--- src/uepsf_regs.svh ---
// Register offsets, field positions and reset values of the endpoint status flags block.
// Assumes byte addressing on a 32-bit APB with one aligned word per register.
`ifndef UEPSF_REGS_SVH
`define UEPSF_REGS_SVH
`define UEPSF_OFF_SELECTOR 12'h000
`define UEPSF_OFF_TX_STATUS 12'h004
`define UEPSF_OFF_RX_STATUS 12'h008
`define UEPSF_OFF_CONTROL 12'h00C
`define UEPSF_TX_TOGGLE_BIT 7
`define UEPSF_TX_VOID_BIT 2
`define UEPSF_TX_ERR_BIT 1
`define UEPSF_TX_ACK_BIT 0
`define UEPSF_RX_TOGGLE_BIT 7
`define UEPSF_RX_SETUP_BIT 6
`define UEPSF_RX_SETUP_OVERWRITE_START_FLAG_BIT 5
`define UEPSF_RX_SETUP_OVERWRITE_END_FLAG_BIT 4
`define UEPSF_CTL_RX_STALL_BIT 0
`define UEPSF_CTL_TX_STALL_BIT 1
`define UEPSF_CTL_CONTROL_EP_BIT 2
`define UEPSF_CTL_RESET 8'h04
`define UEPSF_CTL_RESET_OTHER 8'h00
`endif

--- src/uepsf_pkg.sv ---
// Types shared by the endpoint status flags block.
// Assumes nothing beyond a SystemVerilog tool.
package uepsf_pkg;
	typedef enum logic [1:0] {
		UEPSF_HS_NONE = 2'b00,
		UEPSF_HS_ACK = 2'b01,
		UEPSF_HS_NAK = 2'b10,
		UEPSF_HS_STALL = 2'b11
	} uepsf_handshake_e;
	typedef logic [1:0] uepsf_ep_t;
endpackage

--- src/uepsf_tx_flags.sv ---
// Transmit status flags of one endpoint: toggle, void, error and acked.
// Assumes link event pulses last one cycle and belong to this endpoint.
`timescale 1ns/1ps
`include "uepsf_regs.svh"
module uepsf_tx_flags (
	input wire logic clk,
	input wire logic sys_rst,
	input wire logic setup_tok,
	input wire logic in_end,
	input wire logic in_void,
	input wire logic tx_end,
	input wire logic tx_ok,
	input wire logic sw_clr_toggle,
	output logic tx_data_toggle,
	output logic tx_void_flag,
	output logic tx_error_flag,
	output logic tx_acked_flag,
	output logic tx_done_set
);
	// Toggle: hardware flips win over a software clear in the same cycle
	always_ff @(posedge clk) begin
		if (sys_rst) begin
			tx_data_toggle <= 1'b0;
		end else if (setup_tok) begin
			tx_data_toggle <= ~tx_data_toggle;
		end else if (tx_end && tx_ok) begin
			tx_data_toggle <= ~tx_data_toggle;
		end else if (sw_clr_toggle) begin
			tx_data_toggle <= 1'b0;
		end
	end

	// Void is refreshed at every IN transaction end and nothing else
	always_ff @(posedge clk) begin
		if (sys_rst) begin
			tx_void_flag <= 1'b0;
		end else if (in_end) begin
			tx_void_flag <= in_void;
		end
	end

	// Error and acked move together so they stay mutually exclusive
	always_ff @(posedge clk) begin
		if (sys_rst) begin
			tx_error_flag <= 1'b0;
			tx_acked_flag <= 1'b0;
		end else if (tx_end) begin
			tx_error_flag <= ~tx_ok;
			tx_acked_flag <= tx_ok;
		end
	end

	// Done pulse follows data end only, never the void path
	always_ff @(posedge clk) begin
		if (sys_rst) begin
			tx_done_set <= 1'b0;
		end else begin
			tx_done_set <= tx_end;
		end
	end
endmodule

--- src/uepsf_rx_flags.sv ---
// Receive setup tracking of one endpoint: toggle, setup flag, overwrite lock.
// Assumes link event pulses last one cycle and belong to this endpoint.
`timescale 1ns/1ps
`include "uepsf_regs.svh"
module uepsf_rx_flags (
	input wire logic clk,
	input wire logic sys_rst,
	input wire logic control_ep,
	input wire logic setup_tok,
	input wire logic setup_hs_end,
	input wire logic out_ack_end,
	input wire logic sw_clr_toggle,
	input wire logic sw_clr_setup,
	input wire logic sw_clr_setup_overwrite_end_flag,
	output logic rx_data_toggle,
	output logic setup_received_flag,
	output logic setup_overwrite_start_flag,
	output logic setup_overwrite_end_flag
);
	// Toggle: setup forces one, ack flips, software clear loses to hardware
	always_ff @(posedge clk) begin
		if (sys_rst) begin
			rx_data_toggle <= 1'b0;
		end else if (setup_tok) begin
			rx_data_toggle <= 1'b1;
		end else if (out_ack_end) begin
			rx_data_toggle <= ~rx_data_toggle;
		end else if (sw_clr_toggle) begin
			rx_data_toggle <= 1'b0;
		end
	end

	// Setup flag: set beats clear
	always_ff @(posedge clk) begin
		if (sys_rst) begin
			setup_received_flag <= 1'b0;
		end else if (setup_tok) begin
			setup_received_flag <= 1'b1;
		end else if (sw_clr_setup) begin
			setup_received_flag <= 1'b0;
		end
	end

	// Start overwrite lives from setup token to handshake end, control only
	always_ff @(posedge clk) begin
		if (sys_rst) begin
			setup_overwrite_start_flag <= 1'b0;
		end else if (setup_tok && control_ep) begin
			setup_overwrite_start_flag <= 1'b1;
		end else if (setup_hs_end) begin
			setup_overwrite_start_flag <= 1'b0;
		end
	end

	// End overwrite set at handshake end; firmware clear unlocks the FIFO
	always_ff @(posedge clk) begin
		if (sys_rst) begin
			setup_overwrite_end_flag <= 1'b0;
		end else if (setup_hs_end && control_ep) begin
			setup_overwrite_end_flag <= 1'b1;
		end else if (sw_clr_setup_overwrite_end_flag) begin
			setup_overwrite_end_flag <= 1'b0;
		end
	end
endmodule

--- src/uepsf_top.sv ---
// Endpoint status flags of a USB function: per-endpoint flags behind APB.
// Assumes the link engine gives one-cycle event pulses tagged with an endpoint.
//
// The register addresses and the APB register port were decided locally.
`timescale 1ns/1ps
`include "uepsf_regs.svh"
module uepsf_top #(
	parameter int NUM_EP = 4
) (
	input wire logic clk,
	input wire logic sys_rst,
	input wire logic psel,
	input wire logic penable,
	input wire logic pwrite,
	input wire logic [11:0] paddr,
	input wire logic [31:0] pwdata,
	output logic [31:0] prdata,
	output logic pready,
	output logic pslverr,
	input wire logic [1:0] link_ep,
	input wire logic link_setup_tok,
	input wire logic link_in_tok,
	input wire logic link_out_tok,
	input wire logic link_in_end,
	input wire logic link_in_void,
	input wire logic link_tx_end,
	input wire logic link_tx_ok,
	input wire logic link_setup_hs_end,
	input wire logic link_out_ack_end,
	input wire logic link_tx_ready,
	input wire logic link_rx_ready,
	output uepsf_pkg::uepsf_handshake_e token_answer,
	output logic token_answer_valid,
	output logic tx_data_pid_toggle,
	output logic [NUM_EP-1:0] tx_done_interrupt,
	output logic [NUM_EP-1:0] rx_fifo_lock,
	output logic [NUM_EP-1:0] rx_fifo_reset
);
	logic [1:0] endpoint_selector;
	logic [7:0] ep_ctl [NUM_EP];
	logic [NUM_EP-1:0] tx_tog, tx_void, tx_err, tx_ack, tx_done_set;
	logic [NUM_EP-1:0] rx_tog, rx_setup, rx_setup_overwrite_start_flag, rx_setup_overwrite_end_flag;
	logic [NUM_EP-1:0] clr_tx_tog, clr_rx_tog, clr_setup, clr_setup_overwrite_end_flag;
	logic wr_access, rd_access;
	logic [31:0] next_prdata;
	logic [7:0] tx_stat_sel, rx_stat_sel;
	uepsf_pkg::uepsf_handshake_e next_answer;

	assign wr_access = psel && penable && pwrite && pready;
	assign rd_access = psel && penable && !pwrite;

	// Per-endpoint flag banks and software clear strobes
	for (genvar i = 0; i < NUM_EP; i++) begin : g_ep
		logic hit;
		logic tx_wr, rx_wr;
		assign hit = (endpoint_selector == i[1:0]);
		assign tx_wr = wr_access && hit && (paddr == `UEPSF_OFF_TX_STATUS);
		assign rx_wr = wr_access && hit && (paddr == `UEPSF_OFF_RX_STATUS);
		// Only writing zero to a clearable bit clears it; other bits ignore writes
		assign clr_tx_tog[i] = tx_wr && !pwdata[`UEPSF_TX_TOGGLE_BIT];
		assign clr_rx_tog[i] = rx_wr && !pwdata[`UEPSF_RX_TOGGLE_BIT];
		assign clr_setup[i] = rx_wr && !pwdata[`UEPSF_RX_SETUP_BIT];
		assign clr_setup_overwrite_end_flag[i] = rx_wr && !pwdata[`UEPSF_RX_SETUP_OVERWRITE_END_FLAG_BIT];

		uepsf_tx_flags u_tx (
			.clk(clk),
			.sys_rst(sys_rst),
			.setup_tok(link_setup_tok && link_ep == i[1:0]),
			.in_end(link_in_end && link_ep == i[1:0]),
			.in_void(link_in_void),
			.tx_end(link_tx_end && link_ep == i[1:0]),
			.tx_ok(link_tx_ok),
			.sw_clr_toggle(clr_tx_tog[i]),
			.tx_data_toggle(tx_tog[i]),
			.tx_void_flag(tx_void[i]),
			.tx_error_flag(tx_err[i]),
			.tx_acked_flag(tx_ack[i]),
			.tx_done_set(tx_done_set[i])
		);

		uepsf_rx_flags u_rx (
			.clk(clk),
			.sys_rst(sys_rst),
			.control_ep(ep_ctl[i][`UEPSF_CTL_CONTROL_EP_BIT]),
			.setup_tok(link_setup_tok && link_ep == i[1:0]),
			.setup_hs_end(link_setup_hs_end && link_ep == i[1:0]),
			.out_ack_end(link_out_ack_end && link_ep == i[1:0]),
			.sw_clr_toggle(clr_rx_tog[i]),
			.sw_clr_setup(clr_setup[i]),
			.sw_clr_setup_overwrite_end_flag(clr_setup_overwrite_end_flag[i]),
			.rx_data_toggle(rx_tog[i]),
			.setup_received_flag(rx_setup[i]),
			.setup_overwrite_start_flag(rx_setup_overwrite_start_flag[i]),
			.setup_overwrite_end_flag(rx_setup_overwrite_end_flag[i])
		);

		// Control register; endpoint 0 starts as a control endpoint.
		// A setup token clears both stalls so the host can recover the endpoint.
		always_ff @(posedge clk) begin
			if (sys_rst) begin
				ep_ctl[i] <= (i == 0) ? `UEPSF_CTL_RESET : `UEPSF_CTL_RESET_OTHER;
			end else if (link_setup_tok && link_ep == i[1:0]) begin
				ep_ctl[i][`UEPSF_CTL_RX_STALL_BIT] <= 1'b0;
				ep_ctl[i][`UEPSF_CTL_TX_STALL_BIT] <= 1'b0;
			end else if (wr_access && hit && paddr == `UEPSF_OFF_CONTROL) begin
				ep_ctl[i] <= {5'b0_0000, pwdata[2:0]};
			end
		end

		// Done is sticky until the same register is written with bit 7 set
		always_ff @(posedge clk) begin
			if (sys_rst) begin
				tx_done_interrupt[i] <= 1'b0;
			end else if (tx_done_set[i]) begin
				tx_done_interrupt[i] <= 1'b1;
			end else if (wr_access && hit && paddr == `UEPSF_OFF_CONTROL && pwdata[7]) begin
				tx_done_interrupt[i] <= 1'b0;
			end
		end

		// FIFO lock: reset while start is up, held locked until end is cleared
		always_ff @(posedge clk) begin
			if (sys_rst) begin
				rx_fifo_lock[i] <= 1'b0;
				rx_fifo_reset[i] <= 1'b0;
			end else begin
				rx_fifo_reset[i] <= rx_setup_overwrite_start_flag[i];
				rx_fifo_lock[i] <= rx_setup_overwrite_start_flag[i] || rx_setup_overwrite_end_flag[i];
			end
		end
	end

	// Endpoint selector: upper bits ignored and read as zero
	always_ff @(posedge clk) begin
		if (sys_rst) begin
			endpoint_selector <= 2'b00;
		end else if (wr_access && paddr == `UEPSF_OFF_SELECTOR) begin
			endpoint_selector <= pwdata[1:0];
		end
	end

	// Status images of the selected endpoint, reserved bits zero
	always_comb begin
		tx_stat_sel = 8'h00;
		rx_stat_sel = 8'h00;
		tx_stat_sel[`UEPSF_TX_TOGGLE_BIT] = tx_tog[endpoint_selector];
		tx_stat_sel[`UEPSF_TX_VOID_BIT] = tx_void[endpoint_selector];
		tx_stat_sel[`UEPSF_TX_ERR_BIT] = tx_err[endpoint_selector];
		tx_stat_sel[`UEPSF_TX_ACK_BIT] = tx_ack[endpoint_selector];
		rx_stat_sel[`UEPSF_RX_TOGGLE_BIT] = rx_tog[endpoint_selector];
		rx_stat_sel[`UEPSF_RX_SETUP_BIT] = rx_setup[endpoint_selector];
		rx_stat_sel[`UEPSF_RX_SETUP_OVERWRITE_START_FLAG_BIT] = rx_setup_overwrite_start_flag[endpoint_selector];
		rx_stat_sel[`UEPSF_RX_SETUP_OVERWRITE_END_FLAG_BIT] = rx_setup_overwrite_end_flag[endpoint_selector];
	end

	// Read mux; unmapped addresses read zero and flag an error
	always_comb begin
		next_prdata = 32'h0000_0000;
		case (paddr)
			`UEPSF_OFF_SELECTOR: next_prdata = {30'h0000_0000, endpoint_selector};
			`UEPSF_OFF_TX_STATUS: next_prdata = {24'h00_0000, tx_stat_sel};
			`UEPSF_OFF_RX_STATUS: next_prdata = {24'h00_0000, rx_stat_sel};
			`UEPSF_OFF_CONTROL: next_prdata = {24'h00_0000, tx_done_interrupt[endpoint_selector],
				ep_ctl[endpoint_selector][6:0]};
			default: next_prdata = 32'h0000_0000;
		endcase
	end

	// APB slave: one wait state, so pready rises in the second access cycle.
	// Registering the answer keeps every bus output straight from a flip-flop.
	always_ff @(posedge clk) begin
		if (sys_rst) begin
			pready <= 1'b0;
			prdata <= 32'h0000_0000;
			pslverr <= 1'b0;
		end else if (psel && penable && !pready) begin
			pready <= 1'b1;
			prdata <= rd_access ? next_prdata : 32'h0000_0000;
			pslverr <= !(paddr == `UEPSF_OFF_SELECTOR || paddr == `UEPSF_OFF_TX_STATUS ||
				paddr == `UEPSF_OFF_RX_STATUS || paddr == `UEPSF_OFF_CONTROL);
		end else begin
			pready <= 1'b0;
			pslverr <= 1'b0;
		end
	end

	// Token answer: pending setup NAKs before stall is considered
	always_comb begin
		next_answer = uepsf_pkg::UEPSF_HS_NONE;
		if (link_in_tok) begin
			if (rx_setup[link_ep]) begin
				next_answer = uepsf_pkg::UEPSF_HS_NAK;
			end else if (ep_ctl[link_ep][`UEPSF_CTL_TX_STALL_BIT]) begin
				next_answer = uepsf_pkg::UEPSF_HS_STALL;
			end else if (!link_tx_ready) begin
				next_answer = uepsf_pkg::UEPSF_HS_NAK;
			end else begin
				next_answer = uepsf_pkg::UEPSF_HS_NONE;
			end
		end else if (link_out_tok) begin
			if (rx_setup[link_ep]) begin
				next_answer = uepsf_pkg::UEPSF_HS_NAK;
			end else if (ep_ctl[link_ep][`UEPSF_CTL_RX_STALL_BIT]) begin
				next_answer = uepsf_pkg::UEPSF_HS_STALL;
			end else if (!link_rx_ready || rx_setup_overwrite_start_flag[link_ep] || rx_setup_overwrite_end_flag[link_ep]) begin
				next_answer = uepsf_pkg::UEPSF_HS_NAK;
			end else begin
				next_answer = uepsf_pkg::UEPSF_HS_ACK;
			end
		end
	end

	// Answer and data toggle registered one cycle after the token
	always_ff @(posedge clk) begin
		if (sys_rst) begin
			token_answer <= uepsf_pkg::UEPSF_HS_NONE;
			token_answer_valid <= 1'b0;
			tx_data_pid_toggle <= 1'b0;
		end else begin
			token_answer <= next_answer;
			token_answer_valid <= link_in_tok || link_out_tok;
			tx_data_pid_toggle <= tx_tog[link_ep];
		end
	end
endmodule

--- config.mk ---
export PLATFORM = sky130hd
export DESIGN_NAME = uepsf_top
export DESIGN_NICKNAME = d
export VERILOG_FILES = /design/src/uepsf_pkg.sv /design/src/uepsf_tx_flags.sv /design/src/uepsf_rx_flags.sv /design/src/uepsf_top.sv
export VERILOG_INCLUDE_DIRS = /design/src
export SDC_FILE = /design/constraint.sdc
export NUM_CORES = 1
export LEC_CHECK = 0
export BUFFER_PORTS_ARGS = -buffer_cell sky130_fd_sc_hd__buf_2
export CAP_MARGIN = 5
export CORE_MARGIN = 5
export CORE_UTILIZATION = 56
export DETAILED_ROUTE_END_ITERATION = 7
export PLACE_DENSITY = 0.83
export SYNTH_ARGS = -nofsm -noshare
export SYNTH_HDL_FRONTEND = slang
export SYNTH_SLANG_ARGS = --single-unit
--- constraint.sdc ---
create_clock -name clk -period 3.5 [get_ports clk]
set_input_delay 0.7 -clock clk [delete_from_list [all_inputs] [get_ports clk]]
set_output_delay 0.7 -clock clk [all_outputs]
set_load 0.01 [all_outputs]
[Word-level counts from Yosys, hierarchy flattened]
Memory sizes are Yosys's and may differ from the RTL's. A register that Yosys moved wholly into a read port is not among the register bits.
Index checks and enable logic that the tools add are counted.
Word-level totals
  register bits: 88
  memory bits (writable): 12
  output and inout port bits: 50
  memories kept: 1
Operators by class
  $lt $le $gt $ge: 2
  equality and inequality tests: 9
  multiplexer cells: 145
  bitwise logic cells: 30
  reductions and logical operators: 119
Memory list
  ep_ctl: depth 4, bits a word 3, read ports 6, clocked after memory_dff 1, write ports 4, line uepsf_top.sv:40  | logic [7:0] ep_ctl [NUM_EP];
Operator list (number)
  $mux W1: 120
  $logic_and A1 B1 Y1: 74
  $mux W32: 1
  $pmux W8 S4: 1
  $reduce_bool A2 Y1: 16
  $bmux W1 S2: 13
  $eq A12 B4 Y1 const B: 2
  $reduce_bool A3 Y1: 8
  $mux W2: 10
  $or A1 B1 Y1: 20
  $eq A12 B3 Y1 const B: 1
  $logic_not A12 Y1: 1
  $logic_or A1 B1 Y1: 10
  $not A1 Y1: 10
  $eq A2 B2 Y1 const B: 4
  $logic_not A1 Y1: 7
  $lt A2 B3 Y1 const B: 2
  $eq A2 B1 Y1 const B: 2
  $logic_not A2 Y1: 2
  $reduce_or A2 Y1: 1

[Logic depth before layout (Yosys ltp)]
  word-level depth: 10
  depth in mapped cells: 6
  mapped depth without buffers: 4

[By module]
Synthesis repeated with hierarchy kept, for this count alone.
Second synthesis, totals
  cells, all modules: 393
  area total of the unflattened synthesis: 3846.2 um2
By module, submodules not included
  uepsf_top: times used 1, cells an instance 261, area each 2509.9 um2, seq. area each 940.9 um2
  uepsf_tx_flags: times used 4, cells an instance 17, area each 186.4 um2, seq. area each 100.1 um2
  uepsf_rx_flags: times used 4, cells an instance 16, area each 147.6 um2, seq. area each 80.1 um2

[Worst setup path before layout]
No wires, ideal clock.
  kind: input-to-reg
  from: in paddr[7]
  to: mem ep_ctl[2][2] (netlist name) (enable)
  arrival time: 1.973 ns
  setup slack: 1.233 ns
  stages on the path: 4
  path buffers: 0
  cells stage by stage: nor4_4 nand4_1 or4b_4 nand2b_1
RTL lines
  start: declaration: line uepsf_top.sv:15  | input wire logic [11:0] paddr,
  end: declaration: line uepsf_top.sv:40

==> results.sh <==
export IMPL_die_h_um=93.4
export IMPL_synth_distinct_cells=48
export IMPL_status="finished clean"
export IMPL_synth_mux_area_fraction_pct=10.7
export IMPL_worstSetupStartpointType="flip-flop"
export IMPL_cts_tree="done"
export IMPL_rsz0062_at_grt="no"
export IMPL_drt_iter0_drc=393
export IMPL_antenna_left=0
export IMPL_cp_arrival_ps=2420
export IMPL_cts_htree_levels=3
export IMPL_largestRegisters="ep_ctl x12, prdata x7"
export IMPL_yosysWarnings=0
export IMPL_regMostFlops="ep_ctl"
export IMPL_drt_pass1_iter_count=6
export IMPL_diodes=0
export IMPL_cts_clk_slew_worst_paths_ps=80
export IMPL_setup_tns_final_ps=0
export IMPL_crit_type="reg2reg"
export IMPL_synth_simple_area_share_pct=23.7
export IMPL_gp_congestion=0.917
export IMPL_ir_worst_vdd_uv=236
export IMPL_crit_required_ps=3580
export IMPL_route_detailed_drc=0
export IMPL_numPortBuffers=60
export IMPL_overflow=0
export IMPL_die_w_um=93.4
export IMPL_post_route_period_util_pct=66.8
export IMPL_crit_fanout=22
export IMPL_seq_area_frac_synth_pct=42.7
export IMPL_fillers=591
export IMPL_num_nets_final=527
export IMPL_synth_fa_ha_area_share_pct=0
export IMPL_coreArea_um2=6790
export IMPL_num_io_pins=112
export IMPL_cts_sinks=77
export IMPL_mappedNetlistArea_um2=3890
export IMPL_synthXorXnorAreaFrac_pct=0
export IMPL_post_cts_setup_buffer_count=0
export IMPL_antenna_found_initial=0
export IMPL_final_cell_mix="dfxtp_1, buf_2, nor2_1"
export IMPL_grt_pass1_wl_um=15800
export IMPL_fin_crit_ps=2340
export IMPL_skew_ps=7.39
export IMPL_maxSlewViolCount=0
export IMPL_leakagePower_nw=1.67
export IMPL_grt_usage_pct=22.9
export IMPL_drt_wl_total_um=9660
export IMPL_endpoint_kind="flip-flop"
export IMPL_max_freq_mhz=428
export IMPL_dpl_hpwl_um=6890
export IMPL_finalSetupViolations=0
export IMPL_hold_class="reg2reg"
export IMPL_cts_root_buf="clkbuf_8"
export IMPL_max_cap_violations=0
export IMPL_avgViaCountPerCell=5.88
export IMPL_hold_slack_ps=452
export IMPL_cts_buffers=9
export IMPL_p_per_area_nw_per_um2=439
export IMPL_grt_start_max_net_pins=39
export IMPL_num_rows=30
export IMPL_avgSynthCellArea_um2=9.34
export IMPL_layout_drive_gt1_share_pct=23.2
export IMPL_synth_cells=417
export IMPL_tightest_slew_ps=1090
export IMPL_synth_seq_cells=77
export IMPL_largest_reg_flops=12
export IMPL_synth_top_family_by_area="simple AND/OR/NAND/NOR gates"
export IMPL_postCtsHoldBufs=0
export IMPL_clk_path_buf_depth=2
export IMPL_avgRoutedWirePerCell_um=17.1
export IMPL_start_util_pct=57.3
export IMPL_die_area_um2=8720
export IMPL_grt_pass1_vias=3180
export IMPL_synth_compound_area_share_pct=14.7
export IMPL_area_growth_pct=12.3
export IMPL_clock_latency_ps=350
export IMPL_vias=3330
export IMPL_hold_viol=0
export IMPL_cts_resized_gates=0
export IMPL_layout_commonest_cell="dfxtp_1"
export IMPL_slew_headroom_pct=27.5
-- final timing paths --
check	startpoint	end	slack (ps)	depth (start not counted)
worst min-delay path	prdata[5]	prdata[5]	450	2
worst min register to register	prdata[5]	prdata[5]	450	2
worst max-delay path	endpoint_selector[1]	ep_ctl[2][2]	1160	3
worst max register to register	endpoint_selector[1]	ep_ctl[2][2]	1160	3
-- layer usage --
| metal | vias up | GRT usage, % | routed length [um] | part of all wire, % |
|---|---|---|---|---|
| met5 | - | 0 | 0 | 0 |
| met4 | 0 | 10.3 | 266 | 2.8 |
| met3 | 27 | 5.15 | 934 | 9.7 |
| met2 | 189 | 36.0 | 4570 | 47 |
| met1 | 1537 | 30.1 | 3890 | 40 |
| li1 | 1577 | - | - | - |
-- where the power goes --
group | internal, mW | switching (mW) | leakage, nW
registers | 0.927 | 0.0192 | 0.651
clock network | 0.428 | 0.347 | 0.118
logic | 0.0766 | 0.121 | 0.899
total | 1.43 | 0.488 | 1.67
-- layout make-up --
cell class,instances,area (um^2),area share (%)
Multi-Input combinational cell,306,2000,45.8
Sequential cell,77,1660,38.0
Timing Repair Buffer,64,330,7.55
Clock buffer,10,138,3.15
Tap cell,96,120,2.75
Clock inverter,6,92.6,2.12
Inverter,7,26.3,0.601
-- stage by stage --
stage / worst slack (ps) / total power, mW / utilization (%) / cells / cell area (um^2)
finish: 1160 / 1.92 / 64.4 / 566 / 4370
global route: 999 / 1.99 / 64.4 / 566 / 4370
CTS: 1140 / 1.92 / 64.4 / 566 / 4370
detailed placement: 874 / 1.16 / 61.0 / 550 / 4140
global placement: 909 / 1.15 / 61.0 / 550 / 4140
floorplan: 1230 / 1.11 / - / 441 / 3980
-- Yosys cell counts, drive strengths merged --
cell type,number,area (um^2)
a211o,3,26.3
a21boi,4,30.0
a21o,3,22.5
a21oi,26,130
a221oi,2,17.5
a311oi,15,131
a31oi,6,37.5
a32oi,5,43.8
and2,5,31.3
and3,3,20.0
and4,4,38.8
buf,31,216
clkbuf,20,75.1
conb,1,3.75
dfxtp,65,1300
edfxtp,12,360
inv,7,26.3
mux2i,10,100
mux4,14,315
nand2,33,124
nand2b,11,68.8
nand3,17,85.1
nand3b,4,30.0
nand4,6,43.8
nor2,53,204
nor2b,13,81.3
nor3,4,20.0
nor3b,1,7.51
nor4,2,42.5
nor4bb,1,10.0
o2111ai,1,8.76
o21a,2,15.0
o21ai,11,55.1
o22ai,3,18.8
o311ai,4,35.0
or2,4,25.0
or3,5,31.3
or3b,1,8.76
or4,1,7.51
or4b,4,43.8
-- cell families (layout without fill, tap and decap cells) --
family | count (synthesis) | after routing
compound gates | 85 | 85
buf+inv | 58 | 87
flops | 77 | 77
mux | 24 | 24
other cells | 1 | 25
simple gates | 172 | 172
-- worst max-delay path, cell delays in order, from the launching register on --
cell and delay [ps]:
dfxtp_1 1040, nand3_1 280, or4b_4 620, nand2b_1 100
(Power assumes the default switching activity.)
